File: src/tmr2_pkg.sv
// constants for the timer 2 control/status block: register addresses,
// control bit positions, reset values and prescale counts.
// assumes the core drives a byte-wide special function register port.
package tmr2_pkg;
    // ==========================================================
    // register addresses
    localparam logic [7:0] ADDR_CONTROL     = 8'h00_C8;
    localparam logic [7:0] ADDR_RELOAD_LOW  = 8'h00_CA;
    localparam logic [7:0] ADDR_RELOAD_HIGH = 8'h00_CB;
    localparam logic [7:0] ADDR_COUNT_LOW   = 8'h00_CC;
    localparam logic [7:0] ADDR_COUNT_HIGH  = 8'h00_CD;
    // ==========================================================
    // control register fields
    localparam int BIT_HIGH_FLAG  = 7;
    localparam int BIT_LOW_FLAG   = 6;
    localparam int BIT_LOW_IRQ_EN = 5;
    localparam int BIT_CAPTURE_EN = 4;
    localparam int BIT_SPLIT      = 3;
    localparam int BIT_RUN        = 2;
    localparam int BIT_SRC_HI     = 1;
    localparam logic [7:0] CONTROL_RESET = 8'h00_00;
    localparam logic [7:0] BYTE_RESET    = 8'h00_00;
    localparam logic [7:0] BYTE_MAX      = 8'h00_FF;
    // ==========================================================
    // source select encodings
    localparam logic [1:0] SRC_DIV12_RTC  = 2'h0;
    localparam logic [1:0] SRC_CMP_RTC    = 2'h1;
    localparam logic [1:0] SRC_DIV12_CMP  = 2'h2;
    localparam logic [1:0] SRC_RTC_CMP    = 2'h3;
    // ==========================================================
    // prescalers
    localparam int          SYS_DIVIDE  = 12;
    localparam logic [3:0]  SYS_DIV_LAST = 4'(SYS_DIVIDE - 1);
    localparam int          RTC_DIVIDE  = 8;
    localparam logic [2:0]  RTC_DIV_LAST = 3'(RTC_DIVIDE - 1);
endpackage

File: src/tmr2_sync_edge.sv
// two-stage synchroniser with a rising edge pulse for one slow input.
// assumes the input is asynchronous to ref_clk_i.
`timescale 1ns/10ps
module tmr2_sync_edge (
    input  wire logic ref_clk_i,
    input  wire logic nrst_i,
    input  wire logic async_i,
    output logic      rise_o
);
    logic stage1;
    logic stage2;
    logic stage3;
    // ==========================================================
    // sync chain; only stage2 and stage3 feed the edge detector
    always_ff @(posedge ref_clk_i) begin
        if (!nrst_i) begin
            stage1 <= 1'b0;
            stage2 <= 1'b0;
            stage3 <= 1'b0;
            rise_o <= 1'b0;
        end else begin
            stage1 <= async_i;
            stage2 <= stage1;
            stage3 <= stage2;
            rise_o <= stage2 & ~stage3;
        end
    end
endmodule // tmr2_sync_edge

File: src/tmr2_timer.sv
// timer 2: control register, counter, reload registers and capture.
// assumes the core drives one byte access or one bit access per cycle.
`timescale 1ns/10ps
// What this block does
// - set high flag when split high byte rolls from 0xFF to its reload value
// - in 16-bit mode set high flag when counter overflows from 0xFFFF
// - timer irq enabled plus high flag set requests an interrupt
// - hardware never clears flags; software clears both itself
// - set low flag on every low byte roll-over in any mode
// - low irq enable plus timer irq enable: low overflow interrupts
// - capture enable bit selects capture mode, else normal counting
// - split bit gives two 8-bit reload timers, else one 16-bit
// - run bit starts and stops; in split mode gates high byte only
// - in split mode source select is one shared external clock
// - slow count sources and capture triggers are synchronised
// - select 00 div12, 01 comparator; capture trigger rtc div 8
// - select 10 div12, 11 rtc div 8; capture trigger comparator
// - control register at 0xC8, bit access, resets to all zero
// - 16-bit overflow outside capture loads the reload value
// - capture copies counter into reload and sets high flag
// - capture on comparator rise or every 8 rtc cycles
// - byte clock select 1 uses system clock, 0 the source select
module tmr2_timer (
    input  wire logic       ref_clk_i,
    input  wire logic       nrst_i,
    input  wire logic [7:0] sfr_addr_i,
    input  wire logic       sfr_wr_i,
    input  wire logic [7:0] sfr_wdata_i,
    input  wire logic       sfr_rd_i,
    input  wire logic       bit_wr_i,
    input  wire logic [2:0] bit_sel_i,
    input  wire logic       bit_val_i,
    input  wire logic       timer_irq_enable_i,
    input  wire logic       high_byte_clock_select_i,
    input  wire logic       low_byte_clock_select_i,
    input  wire logic       rtc_clk_i,
    input  wire logic       comparator0_i,
    output logic [7:0]      sfr_rdata_o,
    output logic            irq_o
);
    function automatic logic hit(input logic [7:0] a, input logic [7:0] o);
        return a == o;
    endfunction

    logic [7:0]  timer2_control;
    logic [7:0]  counter_low_byte;
    logic [7:0]  counter_high_byte;
    logic [7:0]  reload_low_byte;
    logic [7:0]  reload_high_byte;
    logic [3:0]  sys_div;
    logic [2:0]  rtc_div;
    logic        rtc_rise;
    logic        cmp_rise;

    // ==========================================================
    // synchronised slow sources and prescalers
    tmr2_sync_edge u_rtc_sync (
        .ref_clk_i (ref_clk_i),
        .nrst_i    (nrst_i),
        .async_i   (rtc_clk_i),
        .rise_o    (rtc_rise)
    );
    tmr2_sync_edge u_cmp_sync (
        .ref_clk_i (ref_clk_i),
        .nrst_i    (nrst_i),
        .async_i   (comparator0_i),
        .rise_o    (cmp_rise)
    );

    wire logic       div12_tick = (sys_div == tmr2_pkg::SYS_DIV_LAST);
    wire logic       rtc8_tick  =
        rtc_rise && (rtc_div == tmr2_pkg::RTC_DIV_LAST);
    wire logic [1:0] src_sel    = timer2_control[1:0];
    wire logic       split      = timer2_control[tmr2_pkg::BIT_SPLIT];
    wire logic       run        = timer2_control[tmr2_pkg::BIT_RUN];
    wire logic       capture_on = timer2_control[tmr2_pkg::BIT_CAPTURE_EN];
    wire logic       low_irq_en = timer2_control[tmr2_pkg::BIT_LOW_IRQ_EN];

    // shared external tick for both bytes
    wire logic ext_tick =
        (src_sel == tmr2_pkg::SRC_CMP_RTC) ? cmp_rise :
        (src_sel == tmr2_pkg::SRC_RTC_CMP) ? rtc8_tick : div12_tick;
    // capture trigger follows the upper select bit
    wire logic cap_tick = timer2_control[tmr2_pkg::BIT_SRC_HI] ?
                          cmp_rise : rtc8_tick;
    wire logic low_tick  = low_byte_clock_select_i  | ext_tick;
    wire logic high_tick = high_byte_clock_select_i | ext_tick;

    // ==========================================================
    // counting decode
    wire logic [15:0] count16 = {counter_high_byte, counter_low_byte};
    // low byte runs freely when split, else under the run bit
    wire logic lo_adv  = split ? low_tick : (run & low_tick);
    wire logic hi_adv  = split & run & high_tick;
    wire logic lo_roll = lo_adv && (counter_low_byte == tmr2_pkg::BYTE_MAX);
    wire logic wrap16  = !split && lo_roll &&
                         (counter_high_byte == tmr2_pkg::BYTE_MAX);
    wire logic hi_roll = hi_adv && (counter_high_byte == tmr2_pkg::BYTE_MAX);
    wire logic capture = capture_on && cap_tick;
    wire logic set_high = hi_roll | wrap16 | capture;
    wire logic set_low  = lo_roll;

    wire logic wr_ctl = sfr_wr_i && hit(sfr_addr_i, tmr2_pkg::ADDR_CONTROL);
    wire logic wr_rll = sfr_wr_i && hit(sfr_addr_i, tmr2_pkg::ADDR_RELOAD_LOW);
    wire logic wr_rlh = sfr_wr_i && hit(sfr_addr_i, tmr2_pkg::ADDR_RELOAD_HIGH);
    wire logic wr_cl  = sfr_wr_i && hit(sfr_addr_i, tmr2_pkg::ADDR_COUNT_LOW);
    wire logic wr_ch  = sfr_wr_i && hit(sfr_addr_i, tmr2_pkg::ADDR_COUNT_HIGH);

    // ==========================================================
    // control register: byte or single-bit writes
    logic [7:0] sw_control;
    always_comb begin
        sw_control = timer2_control;
        if (wr_ctl) begin
            sw_control = sfr_wdata_i;
        end else if (bit_wr_i) begin
            sw_control[bit_sel_i] = bit_val_i;
        end
    end
    // hardware only ever sets the flags, and its set wins over a software clear
    wire logic [7:0] next_control = sw_control |
        {set_high, set_low, 6'h00};

    // ==========================================================
    // next counter and reload values
    // a 16-bit low roll carries into the high byte, a wrap outside capture reloads it; split bytes reload alone
    wire logic [7:0] next_low =
        wr_cl   ? sfr_wdata_i :
        // no reload on a 16-bit roll in capture mode
        (lo_roll && (split || !capture_on)) ? reload_low_byte :
        lo_adv  ? 8'(counter_low_byte + 8'h01) : counter_low_byte;
    wire logic [7:0] next_high =
        wr_ch   ? sfr_wdata_i :
        (split && hi_roll) ? reload_high_byte :
        (wrap16 && !capture_on) ? reload_high_byte :
        (split ? hi_adv : lo_roll) ? 8'(counter_high_byte + 8'h01) :
        counter_high_byte;
    wire logic [7:0] next_rll = wr_rll ? sfr_wdata_i :
        capture ? counter_low_byte : reload_low_byte;
    wire logic [7:0] next_rlh = wr_rlh ? sfr_wdata_i :
        capture ? counter_high_byte : reload_high_byte;

    wire logic [7:0] next_rdata =
        !sfr_rd_i ? 8'h00 :
        hit(sfr_addr_i, tmr2_pkg::ADDR_CONTROL)     ? timer2_control    :
        hit(sfr_addr_i, tmr2_pkg::ADDR_RELOAD_LOW)  ? reload_low_byte   :
        hit(sfr_addr_i, tmr2_pkg::ADDR_RELOAD_HIGH) ? reload_high_byte  :
        hit(sfr_addr_i, tmr2_pkg::ADDR_COUNT_LOW)   ? counter_low_byte  :
        hit(sfr_addr_i, tmr2_pkg::ADDR_COUNT_HIGH)  ? counter_high_byte :
        8'h00;
    // interrupt request from the latched flags
    wire logic next_irq = timer_irq_enable_i &
        (timer2_control[tmr2_pkg::BIT_HIGH_FLAG] |
         (low_irq_en & timer2_control[tmr2_pkg::BIT_LOW_FLAG]));

    // ==========================================================
    // state
    always_ff @(posedge ref_clk_i) begin
        if (!nrst_i) begin
            timer2_control    <= tmr2_pkg::CONTROL_RESET;
            counter_low_byte  <= tmr2_pkg::BYTE_RESET;
            counter_high_byte <= tmr2_pkg::BYTE_RESET;
            reload_low_byte   <= tmr2_pkg::BYTE_RESET;
            reload_high_byte  <= tmr2_pkg::BYTE_RESET;
            sys_div           <= 4'h0;
            rtc_div           <= 3'h0;
            sfr_rdata_o       <= 8'h00;
            irq_o             <= 1'b0;
        end else begin
            timer2_control    <= next_control;
            counter_low_byte  <= next_low;
            counter_high_byte <= next_high;
            reload_low_byte   <= next_rll;
            reload_high_byte  <= next_rlh;
            sys_div           <= div12_tick ? 4'h0 : 4'(sys_div + 4'h1);
            rtc_div           <= rtc_rise ? 3'(rtc_div + 3'h1) : rtc_div;
            sfr_rdata_o       <= next_rdata;
            irq_o             <= next_irq;
        end
    end
endmodule // tmr2_timer

File: config.mk
export PLATFORM = sky130hd
export DESIGN_NAME = tmr2_timer
export DESIGN_NICKNAME = d
export VERILOG_FILES = /design/src/tmr2_pkg.sv /design/src/tmr2_sync_edge.sv /design/src/tmr2_timer.sv
export SDC_FILE = /design/constraint.sdc
export NUM_CORES = 1
export LEC_CHECK = 0
export BUFFER_PORTS_ARGS = -buffer_cell sky130_fd_sc_hd__buf_2
export CORE_MARGIN = 1.5
export CORE_UTILIZATION = 50
export CTS_BUF_LIST = sky130_fd_sc_hd__clkbuf_4 sky130_fd_sc_hd__clkbuf_8 sky130_fd_sc_hd__clkbuf_16
export DETAILED_ROUTE_END_ITERATION = 6
export PLACE_DENSITY = 0.8
export SLEW_MARGIN = 20
export SYNTH_ARGS = -nofsm -noshare
export SYNTH_HDL_FRONTEND = slang
export SYNTH_SLANG_ARGS = --single-unit
File: constraint.sdc
create_clock -name ref_clk_i -period 2.1 [get_ports ref_clk_i]
set_input_delay 0.315 -clock ref_clk_i [delete_from_list [all_inputs] [get_ports ref_clk_i]]
set_output_delay 0.315 -clock ref_clk_i [all_outputs]
set_load 0.05 [all_outputs]
==> qor.csv <==
stage,metric,value,unit
placed_design,place_worst_setup_slack,-0.00201,ns
finish,post-route-util,0.628,
synthesis,avg_inst_size_synth,8.51,µm²
placed_design,buffer_ports.inserted,38,
hold_path,hold_path_end,u_rtc_sync.stage1,
hold_path,whs_path_depth,2,
sta,timing.clock.skew,0.00796,ns
synthesis,async_reset_ff_frac,0,
finish,finish.net_count,506,
drt,drc,0,
floorplan,boundaryPins,39,
synthesis,yosysSeqAreaShare,0.364,
worst_setup_path,timing_worst_setup_path_type,reg2reg,
sta,finalSetupViolCount,0,
drt,detailroute.via_count,3526,
drt,post_drt_wl_per_cell,17.9,µm
worst_setup_path,critical_path.startpoint_type,flip-flop,
grt,grt_pass1_vias,3172,
grt,grt_first_pass_wirelength,15.8,mm
floorplan,initial_core_util,0.517,
drt,drt_iter0_drc,432,
sta,final-hold-violation-count,0,
grt,grt_antenna_before_repair,0,
finish,mostFrequentLayoutCells,"nor2_1 (61), dfxtp_1 (59), buf_2 (38)",
run_status,run_status,completed,
drt,drt.antenna.violating_nets,0,
sta,min_period_over_period,0.976,
clocking,ctsHtreeMaxLevel,3,
sta,timing_max_transition_violations_final,0,
drt,routed_via_density,6.16,
clocking,clock_buffers_created_by_tritoncts,9,
finish,most_common_library_cell_in_the_layout_ignoring_fill_and_taps,nor2_1,
hold_path,hold_path_class,in2reg,
worst_setup_path,critical_path.endpoint_type,flip-flop,
sta,setup_total_negative_slack,0,ns
synthesis,syn-instance-count,413,
drt,drt_pre_antenna_iters,6,
sta,max_freq,488,MHz
finish,layout-drive-gt1-share,0.242,
worst_setup_path,worstReg2RegStart,counter_low_byte[0],
worst_setup_path,ff_to_ff_path_depth,7,
sta,timing.slew.headroom,0.621,
clocking,clock_tree_buf_depth,2,
worst_setup_path,worst-endpoint-arrival,2.29,ns
floorplan,fp.dieH,86.9,µm
synthesis,ys_seq_elements,64,
synthesis,synth-edff-count,0,
clocking,cts-root-buf,clkbuf_8,
sta,period_needed,2.05,ns
sta,rsz0062_at_grt,true,
clocking,tritoncts_num_sinks,64,
clocking,clk_lat_worst_skew,0.35,ns
worst_setup_path,critical_path.reg2reg.endpoint,counter_high_byte[1],
floorplan,std_cell_rows,30,
finish,finalNonFillerCells,572,
sta,timing_worst_slew_pin_value,0.568,ns
synthesis,post_synth_instance_area,0.00352,mm²
finish,nFillCells,565,
finish,antenna_cells,0,
grt,grt_max_degree,31,
grt,grt_util_all_layers,0.272,
sta,worst_slack,0.0504,ns
synthesis,postSynth.topFlopCell,dfxtp_1,
job,drv.max_cap_violation_count,0,
finish,design_area,0.00427,mm²
finish,area_delta_synth_final,21.4,%
synthesis,synth_cell_types,62,
pwr,cellPowerDensity,623,mW/mm²
pwr,ir_drop,0.000350,V
worst_setup_path,worst-path-max-fanout,5,
synthesis,yosysWarningCount,0,
placed_design,gp_congestion,1.02,
hold_path,hold_path_startpoint,rtc_clk_i,
drt,totalWireLength,10.2,mm
floorplan,die_w,86.9,µm
placed_design,numPlacedInstances,555,
worst_setup_path,cp_data_required_time,2.34,ns
clocking,cts_tree,built,
synthesis,postSynthNetCount,448,
worst_setup_path,rrSetupSlack,0.05,ns
placed_design,hpwlAfterDp,7.05,mm
floorplan,fp.dieArea,0.00754,mm²
clocking,worst_setup_hold_path_clk_slew,0.08,ns
grt,gr-total-overflow,0,
pwr,p_leak,0.00175,µW
floorplan,floorplan.core_area,0.00679,mm²
placed_design,dpl_cell_area,0.00395,mm²
==> flip-flops by register name, summed over array words and instances (netlist names) <==
| signal | cells |
|---|---|
| rtc_div | 3 |
| sys_div | 4 |
| u_cmp_sync.stage3 | 1 |
| reload_low_byte | 8 |
| u_rtc_sync.stage2 | 1 |
| u_cmp_sync.stage1 | 1 |
| u_rtc_sync.rise_o | 1 |
| irq_o | 1 |
| counter_high_byte | 8 |
| u_cmp_sync.stage2 | 1 |
| sfr_rdata_o | 8 |
| counter_low_byte | 8 |
| reload_high_byte | 8 |
| u_rtc_sync.stage1 | 1 |
| u_rtc_sync.stage3 | 1 |
| u_cmp_sync.rise_o | 1 |
| timer2_control | 8 |
==> timing repair <==
| item | in CTS | in global routing |
|---|---|---|
| gates resized for setup | 4 | 12 |
| endpoints found under the setup margin | 1 | 10 |
| gates cloned | 0 | 0 |
| buffers inserted | 1 | 0 |
| pin swaps | 1 | 6 |
| hold buffers | 0 | 0 |
==> critical path, cell delays in order (launching register included) <==
cell and delay, ns:
dfxtp_2 0.36, ha_4 0.14, and4_4 0.24, nand4_4 0.16, or4_4 0.53, a21oi_4 0.24, a2111oi_4 0.09, a21o_1 0.17
==> cell usage after synthesis, types with 2 or more instances <==
master	instances	share of area
a211oi_1	28	0.060
a21o_1	4	0.0085
a21oi_1	22	0.031
a221oi_1	9	0.022
a22o_1	2	0.0050
a22oi_1	7	0.015
a31oi_1	4	0.0071
and2_1	8	0.014
and3_1	4	0.0071
and3_2	3	0.0064
and4bb_2	2	0.0071
buf_2	2	0.0028
clkbuf_1	16	0.017
dfxtp_1	64	0.36
ha_1	5	0.018
inv_1	6	0.0064
mux2_2	3	0.0096
mux2i_1	29	0.083
nand2_1	36	0.038
nand3_1	10	0.014
nand3b_1	4	0.0085
nand4_1	5	0.0089
nand4b_1	2	0.0050
nor2_1	61	0.065
nor2b_1	7	0.012
nor3_1	7	0.010
nor3b_1	2	0.0043
nor4_1	2	0.0036
nor4bb_1	2	0.0057
o211a_1	2	0.0057
o211ai_1	4	0.0085
o21a_1	2	0.0043
o21ai_0	15	0.021
o221ai_1	3	0.0075
o32ai_1	2	0.0050
or2b_2	2	0.0050
xnor2_1	2	0.0050
==> power by group <==
group	switching, µW	internal (µW)	leakage [µW]
logic	113	76.8	0.00112
registers	15.3	1230	0.000520
clock network	543	680	0.000110
total	672	1990	0.00175
==> how the worst max path moves through the flow <==
stage	cells after the start	endpoint	from	slack, ns
3_5_place_dp	8	counter_high_byte[1]	rtc_div[1]	-0.002
5_1_grt	7	counter_high_byte[1]	counter_low_byte[0]	-0.02
2_1_floorplan	8	counter_high_byte[1]	rtc_div[0]	0.09
6_report	7	counter_high_byte[1]	counter_low_byte[0]	0.05
3_3_place_gp	8	counter_high_byte[1]	rtc_div[0]	0.04
4_1_cts	8	counter_high_byte[1]	rtc_div[0]	0.009
==> logic make-up (layout without fill, tap and decap cells) <==
family                     count (synthesis)  after routing  share of synthesized area
AOI/OAI and AO/OA                        115            115                      0.235
and+or+nand+nor                          169            169                      0.252
buffers and inverters                     26             89                     0.0335
DFF                                       64             64                      0.364
xor gates and xnor gates                   2              2                    0.00498
muxes                                     32             32                     0.0922
adders and majority gates                  5              5                     0.0178
==> layer usage <==
metal | vias to the layer above | wire length (µm) | global-route usage
met5 | - | 0 | 0
met3 | 27 | 960 | 0.0408
met4 | 0 | 316 | 0.132
met1 | 1622 | 4350 | 0.366
li1 | 1667 | - | -
met2 | 210 | 4590 | 0.429
==> layout make-up <==
cell class / instances / area, µm² / share of cell area
Clock inverter: 7 / 103 / 0.0240
Tap cell: 96 / 120 / 0.0282
Clock buffer: 9 / 124 / 0.0290
Sequential cell: 64 / 1290 / 0.302
Timing Repair Buffer: 67 / 420 / 0.0985
Inverter: 6 / 22.5 / 0.00528
Multi-Input combinational cell: 323 / 2190 / 0.513
==> through the flow <==
step / power (µW) / hold WS, ns
finish: 2660 / 0.164
global route: 2730 / 0.165
CTS: 2660 / 0.157
detailed placement: 1450 / 0.382
global placement: 1450 / 0.373
floorplan: 1370 / 0.367
Power figures use the tool's default switching activity.
